## src/logic/ccs_pkg.sv

```systemverilog
// Constants and types for the colour channel select control block
// Function
// RQ1 - Line mode powers down green/blue, forces mono
// RQ2 - Controller rewrites mono select between sensor lines
// RQ3 - Mono input chosen by setup-three bits 7:6
// RQ4 - Autocycle pulses advance muxes in line mode
// RQ5 - Muxes switch first clock after pin rises
// RQ6 - No force, no cycle: all from colour select
// RQ7 - No force, cycle: all step red-green-blue-red
// RQ8 - Force, no cycle: input forced, gain from select
// RQ9 - Force, cycle: input forced, gain/offset cycle
// RQ10 - Output timing identical with or without CDS
// RQ11 - Controller keeps clock ratios per mode
// RQ12 - No CDS in max speed; fast mode clears 5:4
// RQ13 - Controller sets max-speed flag only in mode four
// RQ14 - Sample taken first edge after strobe falls
package ccs_pkg;
    localparam logic [1:0] CCS_RED     = 2'h0;
    localparam logic [1:0] CCS_GREEN   = 2'h1;
    localparam logic [1:0] CCS_BLUE    = 2'h2;
    localparam logic [1:0] CCS_SEL_RST = 2'h0;
    localparam int         CCS_MONO_HI = 7;
    localparam int         CCS_MONO_LO = 6;
    localparam int         CCS_SEL_WIDTH    = 2;
    localparam int         CCS_COLOUR_COUNT = 3;
    localparam logic       CCS_FLAG_RST     = 1'h0;
    localparam logic [1:0] CCS_MODE_INTERNAL    = 2'h0;
    localparam logic [1:0] CCS_MODE_CYCLE       = 2'h1;
    localparam logic [1:0] CCS_MODE_FORCE       = 2'h2;
    localparam logic [1:0] CCS_MODE_FORCE_CYCLE = 2'h3;
    typedef enum logic [2:0] {
        CCS_CYC_RED   = 3'h1,
        CCS_CYC_GREEN = 3'h2,
        CCS_CYC_BLUE  = 3'h4
    } ccs_cycle_t;
    localparam ccs_cycle_t CCS_CYC_RST = CCS_CYC_RED;
endpackage : ccs_pkg

```

## src/logic/ccs_colour_select.sv

```systemverilog
// Channel selection and line-by-line mode control
`timescale 1ns/100ps
`default_nettype none
module ccs_colour_select
    import ccs_pkg::*;
#(
    parameter int SEL_WIDTH    = CCS_SEL_WIDTH,
    parameter int COLOUR_COUNT = CCS_COLOUR_COUNT
)
(
    input  wire logic       clock,
    input  wire logic       rst_n,
    input  wire logic       colourLineSequentialEnable,
    input  wire logic       monoEnable,
    input  wire logic [7:0] thirdSetupRegister,
    input  wire logic       autocyclePinFunctionSelect,
    input  wire logic       clampOrAutocyclePin,
    input  wire logic       autocycleReset,
    input  wire logic [1:0] internalColourSelect,
    input  wire logic       forceInputMuxEnable,
    input  wire logic [1:0] forcedInputMuxSelect,
    input  wire logic       pixelSampleStrobe,
    output logic [1:0]      inputMuxSelect,
    output logic [1:0]      gainOffsetSelect,
    output logic            monoActive,
    output logic            greenPowerDown,
    output logic            bluePowerDown,
    output logic            clampRequest,
    output logic            sampleTake
);

    // Logic serves two-bit selects over three colours only
    generate
        if (SEL_WIDTH != CCS_SEL_WIDTH || COLOUR_COUNT != CCS_COLOUR_COUNT) begin : gBadParams
            $error("ccs_colour_select serves two-bit selects and three colours only");
        end
    endgenerate

    ccs_cycle_t cycle_reg;
    ccs_cycle_t cycle_next;
    logic       acycPrev_reg;
    logic       strobePrev_reg;
    logic [1:0] inSel_reg;
    logic [1:0] inSel_next;
    logic [1:0] goSel_reg;
    logic [1:0] goSel_next;
    logic       mono_reg;
    logic       mono_next;
    logic       gpd_reg;
    logic       bpd_reg;
    logic       powerDown_next;
    logic       take_reg;
    logic       take_next;
    logic       autoOn;
    logic       acycRise;
    logic       strobeFall;
    logic [1:0] cycleColour;
    logic [1:0] monoSelect;
    logic [1:0] muxMode;

    function automatic ccs_cycle_t cycleStep(input ccs_cycle_t c);
        case (c)
            CCS_CYC_RED:   cycleStep = CCS_CYC_GREEN;
            CCS_CYC_GREEN: cycleStep = CCS_CYC_BLUE;
            default:       cycleStep = CCS_CYC_RED;
        endcase
    endfunction : cycleStep

    function automatic logic [1:0] cycleCode(input ccs_cycle_t c);
        case (c)
            CCS_CYC_GREEN: cycleCode = CCS_GREEN;
            CCS_CYC_BLUE:  cycleCode = CCS_BLUE;
            default:       cycleCode = CCS_RED;
        endcase
    endfunction : cycleCode

    assign autoOn     = colourLineSequentialEnable && autocyclePinFunctionSelect; // RQ4
    assign acycRise   = clampOrAutocyclePin && !acycPrev_reg;
    assign strobeFall = strobePrev_reg && !pixelSampleStrobe;
    // Pin acts as clamp request when not in autocycle use
    assign clampRequest = clampOrAutocyclePin && !autoOn;

    // Previous pin level, idle low so no false edge after reset
    always_ff @(posedge clock or negedge rst_n) begin
        if (!rst_n) begin
            acycPrev_reg <= CCS_FLAG_RST;
        end else begin
            acycPrev_reg <= clampOrAutocyclePin;
        end
    end

    always_ff @(posedge clock or negedge rst_n) begin
        if (!rst_n) begin
            strobePrev_reg <= CCS_FLAG_RST;
        end else begin
            strobePrev_reg <= pixelSampleStrobe;
        end
    end

    // Cycle pointer steps on the first edge after the pin rises
    always_comb begin
        cycle_next = cycle_reg;
        if (autocycleReset) begin
            cycle_next = CCS_CYC_RED;
        end else if (autoOn && acycRise) begin
            cycle_next = cycleStep(cycle_reg); // RQ5 RQ7 RQ9
        end
    end

    always_ff @(posedge clock or negedge rst_n) begin
        if (!rst_n) begin
            cycle_reg <= CCS_CYC_RST;
        end else begin
            cycle_reg <= cycle_next;
        end
    end

    // Colour shown by the selects already on the stepping edge
    assign cycleColour = cycleCode(cycle_next);
    assign monoSelect  = thirdSetupRegister[CCS_MONO_HI:CCS_MONO_LO]; // RQ3
    assign muxMode     = {forceInputMuxEnable, autocyclePinFunctionSelect};

    always_comb begin
        inSel_next = monoSelect; // RQ3
        goSel_next = monoSelect;
        if (colourLineSequentialEnable) begin
            case (muxMode)
                CCS_MODE_INTERNAL: begin
                    inSel_next = internalColourSelect; // RQ6
                    goSel_next = internalColourSelect; // RQ6
                end
                CCS_MODE_CYCLE: begin
                    inSel_next = cycleColour; // RQ4 RQ7
                    goSel_next = cycleColour; // RQ7
                end
                CCS_MODE_FORCE: begin
                    inSel_next = forcedInputMuxSelect; // RQ8
                    goSel_next = internalColourSelect; // RQ8
                end
                CCS_MODE_FORCE_CYCLE: begin
                    inSel_next = forcedInputMuxSelect; // RQ9
                    goSel_next = cycleColour; // RQ9
                end
                default: begin
                    inSel_next = internalColourSelect;
                    goSel_next = internalColourSelect;
                end
            endcase
        end
    end

    always_ff @(posedge clock or negedge rst_n) begin
        if (!rst_n) begin
            inSel_reg <= CCS_SEL_RST;
        end else begin
            inSel_reg <= inSel_next;
        end
    end

    always_ff @(posedge clock or negedge rst_n) begin
        if (!rst_n) begin
            goSel_reg <= CCS_SEL_RST;
        end else begin
            goSel_reg <= goSel_next;
        end
    end

    // Line mode forces mono and parks green and blue
    always_comb begin
        mono_next      = monoEnable || colourLineSequentialEnable; // RQ1
        powerDown_next = colourLineSequentialEnable; // RQ1
        // Same strobe-to-sample timing whatever the CDS setting
        take_next      = strobeFall; // RQ14 RQ10
    end

    always_ff @(posedge clock or negedge rst_n) begin
        if (!rst_n) begin
            mono_reg <= CCS_FLAG_RST;
        end else begin
            mono_reg <= mono_next;
        end
    end

    always_ff @(posedge clock or negedge rst_n) begin
        if (!rst_n) begin
            gpd_reg <= CCS_FLAG_RST;
        end else begin
            gpd_reg <= powerDown_next;
        end
    end

    always_ff @(posedge clock or negedge rst_n) begin
        if (!rst_n) begin
            bpd_reg <= CCS_FLAG_RST;
        end else begin
            bpd_reg <= powerDown_next;
        end
    end

    always_ff @(posedge clock or negedge rst_n) begin
        if (!rst_n) begin
            take_reg <= CCS_FLAG_RST;
        end else begin
            take_reg <= take_next;
        end
    end

    assign inputMuxSelect   = inSel_reg;
    assign gainOffsetSelect = goSel_reg;
    assign monoActive       = mono_reg;
    assign greenPowerDown   = gpd_reg;
    assign bluePowerDown    = bpd_reg;
    assign sampleTake       = take_reg;
endmodule : ccs_colour_select
`default_nettype wire

```

## config.mk

```make
export PLATFORM = sky130hd
export DESIGN_NAME = ccs_colour_select
export DESIGN_NICKNAME = d
export VERILOG_FILES = /design/src/logic/ccs_pkg.sv /design/src/logic/ccs_colour_select.sv
export SDC_FILE = /design/constraint.sdc
export NUM_CORES = 1
export LEC_CHECK = 0
export ABC_AREA = 0
export ABC_CLOCK_PERIOD_IN_PS = 1720
export BUFFER_PORTS_ARGS = -buffer_cell sky130_fd_sc_hd__buf_2
export CELL_PAD_IN_SITES_DETAIL_PLACEMENT = 0
export CELL_PAD_IN_SITES_GLOBAL_PLACEMENT = 1
export CORE_MARGIN = 2
export CORE_UTILIZATION = 31
export DETAILED_ROUTE_END_ITERATION = 16
export HOLD_SLACK_MARGIN = 0.02
export PLACE_DENSITY = 0.83
export SYNTH_ARGS = -nofsm -noshare
export SYNTH_HDL_FRONTEND = slang
export SYNTH_SLANG_ARGS = --single-unit
```

## constraint.sdc

```tcl
create_clock -name clock -period 1.72 [get_ports clock]
set_input_delay 0.258 -clock clock [delete_from_list [all_inputs] [get_ports clock]]
set_output_delay 0.258 -clock clock [all_outputs]
set_load 0.02 [all_outputs]
```

==> results by stage, run 1 <==
Logic synthesis:
- The fraction of the yosys area taken by sequential cells is 0.513.
- In this run the mean area of a mapped cell was 11.1 sq um.
- The most used flip-flop cell after synthesis is dfrtp_1.
- The post-synthesis sequential element count is 12.
- In this run the cell area of the synthesized design comes to 588 sq um.
- The synthesized design contains 0 enable-type register cells.
- In the synthesized netlist the async set-or-reset flop fraction comes to 1.00.
- The cell count after synthesis came out at 53.
- The number of unique standard cell types used by synthesis is 22.
- The synthesized net count is 74.
- The Yosys step of the flow raised 0 warnings.

Power and ir drop:
- IR analysis of the VDD net gives a maximum drop of 388 uV.
- The share of total power dissipated in combinational logic is 0.161.
- The proportion of power drawn by the clock network is 0.356.
- The power consumption is 0.000628 W.
- For this design the ratio of total power to cell area is 821 nW/um^2.
- Internal power comes to 0.000469 W.
- The leakage power figure is 0.371 nW.
- Of the total power, the share spent switching nets is 0.253.
- For this design the total switching power over the nets is 0.000159 W.
- The sequential share of power is 0.483.

Global routing:
- The pin count of the biggest net entering global routing is 14.
- In the global route stage, overall resource usage came out at 0.112.
- The number of global-route vias before repair is 416.
- Summed over all layers, the global routing overflow is 0.
- The global-route wire length before repair is 1710 um.
- The initial antenna violation count is 0.

Clocking:
- After clock tree synthesis, the clock-pin slew on the worst setup and hold paths is 0.08 ns.
- The cts-stage hold buffer count is 1.
- CTS saw 12 sinks.
- The root buffer cell is clkbuf_4.
- TritonCTS built the clock tree.
- The clock reaches the later pin of the worst-skew pair after 0.27 ns.
- Counting along the longest clock path gives a buffer depth of 2.
- The number of buffers added for setup after CTS is 0.
- The post-cts repair resize count is 0.
- Buffers inserted during clock tree synthesis total 3.
- The number of levels the H-tree was split into is 1.

STA:
- After layout, the minimum clock period comes to 1.34 ns.
- Setup repair after global routing left no endpoint under its margin.
- The worst clock skew is 0.00115 ns.
- The worst path setup slack after routing is 0.384 ns.
- The slew at the pin with the worst max-slew slack is 0.352 ns.
- Dividing the final minimum period by the clock period gives 0.777.
- The worst pin sits at a relative slew slack of 0.762.
- The final-report hold violation count is 0.
- Setup violations remaining at the end of the flow were counted as 0.
- The final setup TNS is 0 ns.
- Hold timing on the final database bottoms out at a slack of 0.106 ns.
- The count of final max-slew check failures is 0.
- Static timing analysis puts the maximum clock frequency at 748 MHz.

Worst setup path:
- The launching element type of the critical path is a register.
- Of all nets on the critical path, the largest fanout is 7.
- The data required time of the critical path is 1.93 ns.
- The critical path contains buffers and inverters numbering 0 combined.
- For the worst setup path, the data arrival time is 1.54 ns.
- The top cell family by delay on the critical path is simple AND/OR/NAND/NOR gates.
- The largest single stage delay on the critical path is 0.52 ns.
- The endpoint type of the worst setup path is a register.
- The slowest stage of the critical path belongs to the cell or4b_4.
- The signal on the critical path passes through nand4b_4 -> or4b_4 -> a21o_1.
- The path type of the worst setup path is register to register.

Finish:
- Measured on the finished design, the core utilization comes to 0.434.
- 0 antenna diodes ended up in the layout.
- Leaving out fill and tap cells, the most frequent cell in the layout is buf_2.
- The number of flip-flops under the largest register name is 3.
- The ratio of cells with drive above 1 in the final layout is 0.405.
- The filler cells instantiated in the layout total 191.
- The library cells used most frequently in the layout, excluding fill and tap cells, are buf_2, dfrtp_1, nand2_1, o21ai_0, o22ai_1.
- The net count of the finished layout is 101.
- Relative to the synthesized area, the layout overhead comes to 30.2%.

Detailed routing:
- The final routed wirelength across all metal layers is 1170 um.
- The number of nets with antenna violations after routing is 0.
- The average wire per cell in the routed design is 11.3 um.
- The number of remaining DRC errors is 0.
- The pre-antenna-repair detailed-routing pass consisted of 4 iterations.
- The count of vias placed by the detailed router is 489.
- After detailed routing, the number of vias per cell comes to 4.70.
- The detailed router's first-iteration violation count is 4.

Die:
- The initial core utilization is 0.333.
- The vertical die dimension is 47.6 um.
- The floorplan has 15 rows.
- The core footprint is 1760 sq um.
- The floorplan step set the die width to 47.6 um.
- The area of the die is 2260 sq um.
- 30 I/O pins were placed.

Placement:
- The routability congestion estimate is 0.738.
- The pre-CTS setup slack is 0.352 ns.
- The wire-length estimate of the detail-placed layout is 889 um.
- Input and output buffers added on the ports amount to 23.

Hold path:
- The worst hold path belongs to the class input port to register.

Run status:
- The run finished with clean final reports.

Job:
- The tool flagged a number of max-cap violations equal to 0.
power groups by stage:
stage	sequential (W)	combinational, W	clock, W
2_1_floorplan	0.000324	0.0000409	0
3_3_place_gp	0.000308	0.0000997	0
3_5_place_dp	0.000309	0.000101	0
4_1_cts	0.000303	0.000103	0.000233
5_1_grt	0.000306	0.000112	0.000246
6_report	0.000303	0.000101	0.000224
synth_stat cells, types with 2 or more instances:
master / count / area share
dfrtp_1: 11 / 0.47
nand2_1: 4 / 0.026
o21ai_0: 4 / 0.034
o22ai_1: 4 / 0.043
a21boi_0: 3 / 0.038
inv_1: 3 / 0.019
nor2b_1: 3 / 0.032
nor4b_1: 3 / 0.045
a21oi_1: 2 / 0.017
mux2i_1: 2 / 0.034
nor2_1: 2 / 0.013
o311a_1: 2 / 0.034
kinds of logic after synthesis:
logic type / Yosys count / share of synthesized area
flops: 12 / 0.513
buf+inv: 6 / 0.0574
mux: 2 / 0.0340
compound gates: 17 / 0.191
simple gates: 16 / 0.204
routing by layer:
layer  GRT usage  routed length (um)  share of wire
met1       0.136                 529           0.45
met2       0.176                 535           0.46
met3      0.0226                  77          0.066
met4      0.0811                  29          0.025
met5           0                   0              0
area by class of cell:
type                       instances  area (sq um)  share of cell area
clock buffer                       4          36.3              0.0474
sequential                        12           302               0.394
inverter                           3          11.3              0.0147
tap                               25          31.3              0.0408
multi-input combinational         35           253               0.330
timing repair buffer              25           133               0.173
worst paths after layout:
| path | start | depth (start not counted) | to | slack (ns) |
|---|---|---|---|---|
| setup reg to reg | acycPrev_reg | 3 | cycle_reg[0] | 0.38 |
| hold reg to reg | strobePrev_reg | 1 | sampleTake | 0.48 |
| max in group asynchronous | rst_n | 2 | cycle_reg[0] | 1.07 |
| min in group asynchronous | rst_n | 2 | monoActive | 0.38 |
| setup / recovery | acycPrev_reg | 3 | cycle_reg[0] | 0.38 |
| hold / removal | pixelSampleStrobe | 1 | strobePrev_reg | 0.11 |
stage by stage:
| step | instance area, sq um | std cells |
|---|---|---|
| after floorplan | 588 | 53 |
| after global placement | 719 | 99 |
| after detailed placement | 719 | 99 |
| after CTS | 766 | 104 |
| after global routing | 766 | 104 |
| final | 766 | 104 |
worst register-to-register path: stages (launching register included):
cell and delay [ns]:
dfrtp_1 0.37, nand4b_4 0.22, or4b_4 0.52, a21o_1 0.17
Power figures use the tool's default switching activity.
==> run 2, diff against run 1 <==
- ABC_CLOCK_PERIOD_IN_PS: 1720 -> 1300
- clock period: 1.72 -> 1.3 ns (I/O delays scaled with it)
==> run 2 against run 1 <==
Against the previous run: combinational power is 41% higher; clock skew grew 0.0038 ns; power rose by 32%; largest cell class unchanged; die area unchanged; final cell count rose by 3.8%; clock power rose by 27%; highest routed layer unchanged; register-to-register slack lost 0.33 ns; final area grew 5.1%; critical path depth did not move.
==> results by stage, run 2 (synthesis gave the netlist of run 1 again) <==
Worst setup path:
- Together, buffers and inverters on the worst path number 0.
- In this design, the stage delay of the slowest critical-path cell is 0.49 ns.
- Traced cell by cell, the critical path runs through nand4b_4 -> or4b_4 -> a21o_1.
- The critical path in this run is classified as register to register.
- The endpoint type of the worst setup path is a register.
- The data required time of the critical path is 1.50 ns.
- The worst setup path is launched from a register.
- The worst-path maximum fanout is 2.
- The worst path arrival time is 1.45 ns.
- Grouping stages by cell kind, the critical path spends the most delay in simple AND/OR/NAND/NOR gates.
- In this run the critical register-to-register path is launched from acycPrev_reg.
- The worst register-to-register path has a setup slack of 0.05 ns.
- The endpoint identified for the worst register-to-register timing path is cycle_reg[0].
- The slowest stage of the critical path is the or4b_4 cell.
- Measured in cells, the most critical reg-to-reg path has a length of 3.

Detailed routing:
- Dividing the detail-routed via count by the number of cells gives 4.73.
- The length of the first detailed-routing pass in iterations is 4.
- The number of nets with antenna violations after routing is 0.
- The final layout contains routed wiring with a total length of 1120 um.
- The detailed router's first-iteration violation count is 6.
- The average wire per cell in the routed design is 10.3 um.
- After detailed routing, the wire length on met1 is 458 um.
- The routed length on met2 is 548 um.
- The count of vias placed by the detailed router is 511.
- The uppermost metal layer occupied by signal nets is met4.
- The number of remaining DRC errors is 0.
- The amount of wire on met3 after detailed routing is 99 um.

Power and ir drop:
- Of the total power, the share spent switching nets is 0.241.
- The internal portion of total power is 0.000628 W.
- For this design the ratio of total power to cell area is 1030 nW/um^2.
- The leakage power figure is 0.389 nW.
- Of the total power, registers draw 0.484.
- The power consumption is 0.000827 W.
- Of the total power, the clock network draws 0.345.
- Of the total power, combinational logic draws 0.172.
- In this run the power spent charging and discharging nets is 0.000199 W.
- VDD sags by at most 464 uV.

STA:
- Based on the critical path, the design can be clocked at up to 800 MHz.
- Subtracting the final worst setup slack from the clock period gives 1.25 ns.
- After layout, the worst setup slack is 0.0499 ns.
- Hold timing on the final database bottoms out at a slack of 0.0858 ns.
- Setup violations remaining at the end of the flow were counted as 0.
- The final-report hold violation count was 0.
- The count of final max-slew check failures is 0.
- The slew at the pin with the worst max-slew slack is 0.267 ns.
- The worst clock skew is 0.00499 ns.
- Dividing the final minimum period by the clock period gives 0.962.
- Measured against its own limit, the worst slew margin works out to 0.819.
- Setup repair after global routing left no endpoint under its margin.
- The final setup TNS is 0 ns.

Finish:
- The synthesis-to-finish area growth is 36.8%.
- The core utilization of the finished layout is 0.456.
- The number of flip-flops under the largest register name is 3.
- 0 antenna diodes ended up in the layout.
- In the layout the commonest cells are buf_2, dfrtp_1.
- The library cell used most frequently in the layout, excluding fill and tap cells, is buf_2.
- The ratio of cells with drive above 1 in the final layout is 0.434.
- The net count of the finished layout is 105.

Die:
- The floorplan has 15 rows.
- The die boundary width is 47.6 um.
- In this run the count of I/O pins placed on the die edge is 30.
- The die is 47.6 um tall.
- The floorplan step defined a die boundary enclosing 2260 sq um.
- The initial core utilization is 0.333.
- The floorplan step defined a core boundary enclosing 1760 sq um.

Clocking:
- CTS built an H-tree with a depth of 1.
- The CTS tree is done.
- The number of buffers added by the clock tree synthesis step is 3.
- CTS saw 12 sinks.
- The clock-pin slew reported for the worst setup and hold paths after clock tree synthesis is 0.07 ns.
- No sink is reached through more buffers than the 2 on the longest clock path.
- The insertion delay to the later sink of the worst-skew pair is 0.27 ns.
- In this run the clock root is driven by a clkbuf_4.

Global routing:
- Across every metal layer, demand over resource in global routing totals 0.111.
- The number of global-route vias before repair is 419.
- The initial antenna violation count is 0.
- Entering global routing, the biggest net connects 14 pins.
- The global-route wire length before repair is 1700 um.
- The total grt overflow is 0.

Hold path:
- The sink of the worst hold path is acycPrev_reg.
- The startpoint identified for the worst hold timing path is clampOrAutocyclePin.
- The number of stages on the worst hold path is 1.
- In this run the worst hold path is classified as input port to register.

Placement:
- The pre-CTS setup slack is 0.0429 ns.
- The routability congestion estimate is 0.735.
- The count of input and output buffers is 23.
- The half-perimeter wire length after detailed placement is 857 um.

Run status:
- The flow ran to the end, and the final reports show no timing, DRC or antenna violations.

Job:
- The tool flagged a number of max-cap violations equal to 0.
==> run 2: changes by cell type in the layout (fill, tap and decap cells not counted) <==
cell,delta
nor4b_2,+1
buf_4,+3
dlygate4sd3_1,+1
nor4b_1,-1
==> run 2: final cells by class <==
cell class,count,area (sq um)
Multi-Input combinational cell,35,259
Timing Repair Buffer,29,165
Clock buffer,4,36.3
Fill cell,185,960
Sequential cell,12,302
Inverter,3,11.3
Tap cell,25,31.3
==> run 2: power by group through the flow <==
stage / Clock, W / Sequential (W) / Combinational (W)
floorplan: 0 / 0.000429 / 0.0000542
global placement: 0 / 0.000408 / 0.000135
detailed placement: 0 / 0.000408 / 0.000137
CTS: 0.000302 / 0.000401 / 0.000139
global route: 0.000323 / 0.000403 / 0.000157
finish: 0.000285 / 0.000400 / 0.000142
==> run 2: worst max-delay path by stage <==
stage	slack, ns	cells past startpoint	startpoint	endpoint
final	0.05	3	acycPrev_reg	cycle_reg[0]
after global placement	0.05	2	cycle_reg[0]	cycle_reg[0]
after detailed placement	0.04	2	cycle_reg[0]	cycle_reg[0]
after CTS	0.02	2	cycle_reg[0]	cycle_reg[0]
after global routing	0.001	4	acycPrev_reg	cycle_reg[2]
after floorplan	0.02	3	acycPrev_reg	cycle_reg[0]
==> run 2: per-stage QoR <==
step,std cells,area [sq um]
5_1_grt,108,805
6_report,108,805
3_5_place_dp,101,734
3_3_place_gp,101,734
2_1_floorplan,53,588
4_1_cts,106,781
==> run 2: timing repair <==
action | in CTS | in global routing
setup endpoints to repair | 0 | 4
setup buffers | 0 | 1
gates resized for setup | 0 | 1
hold buffers | 1 | 1
endpoints found under the hold margin | 11 | 1
==> run 2: per-layer routing <==
layer | vias up | GRT usage
li1 | 253 | -
met1 | 240 | 0.124
met2 | 16 | 0.168
met3 | 2 | 0.0604
met4 | 0 | 0.0649
met5 | - | 0
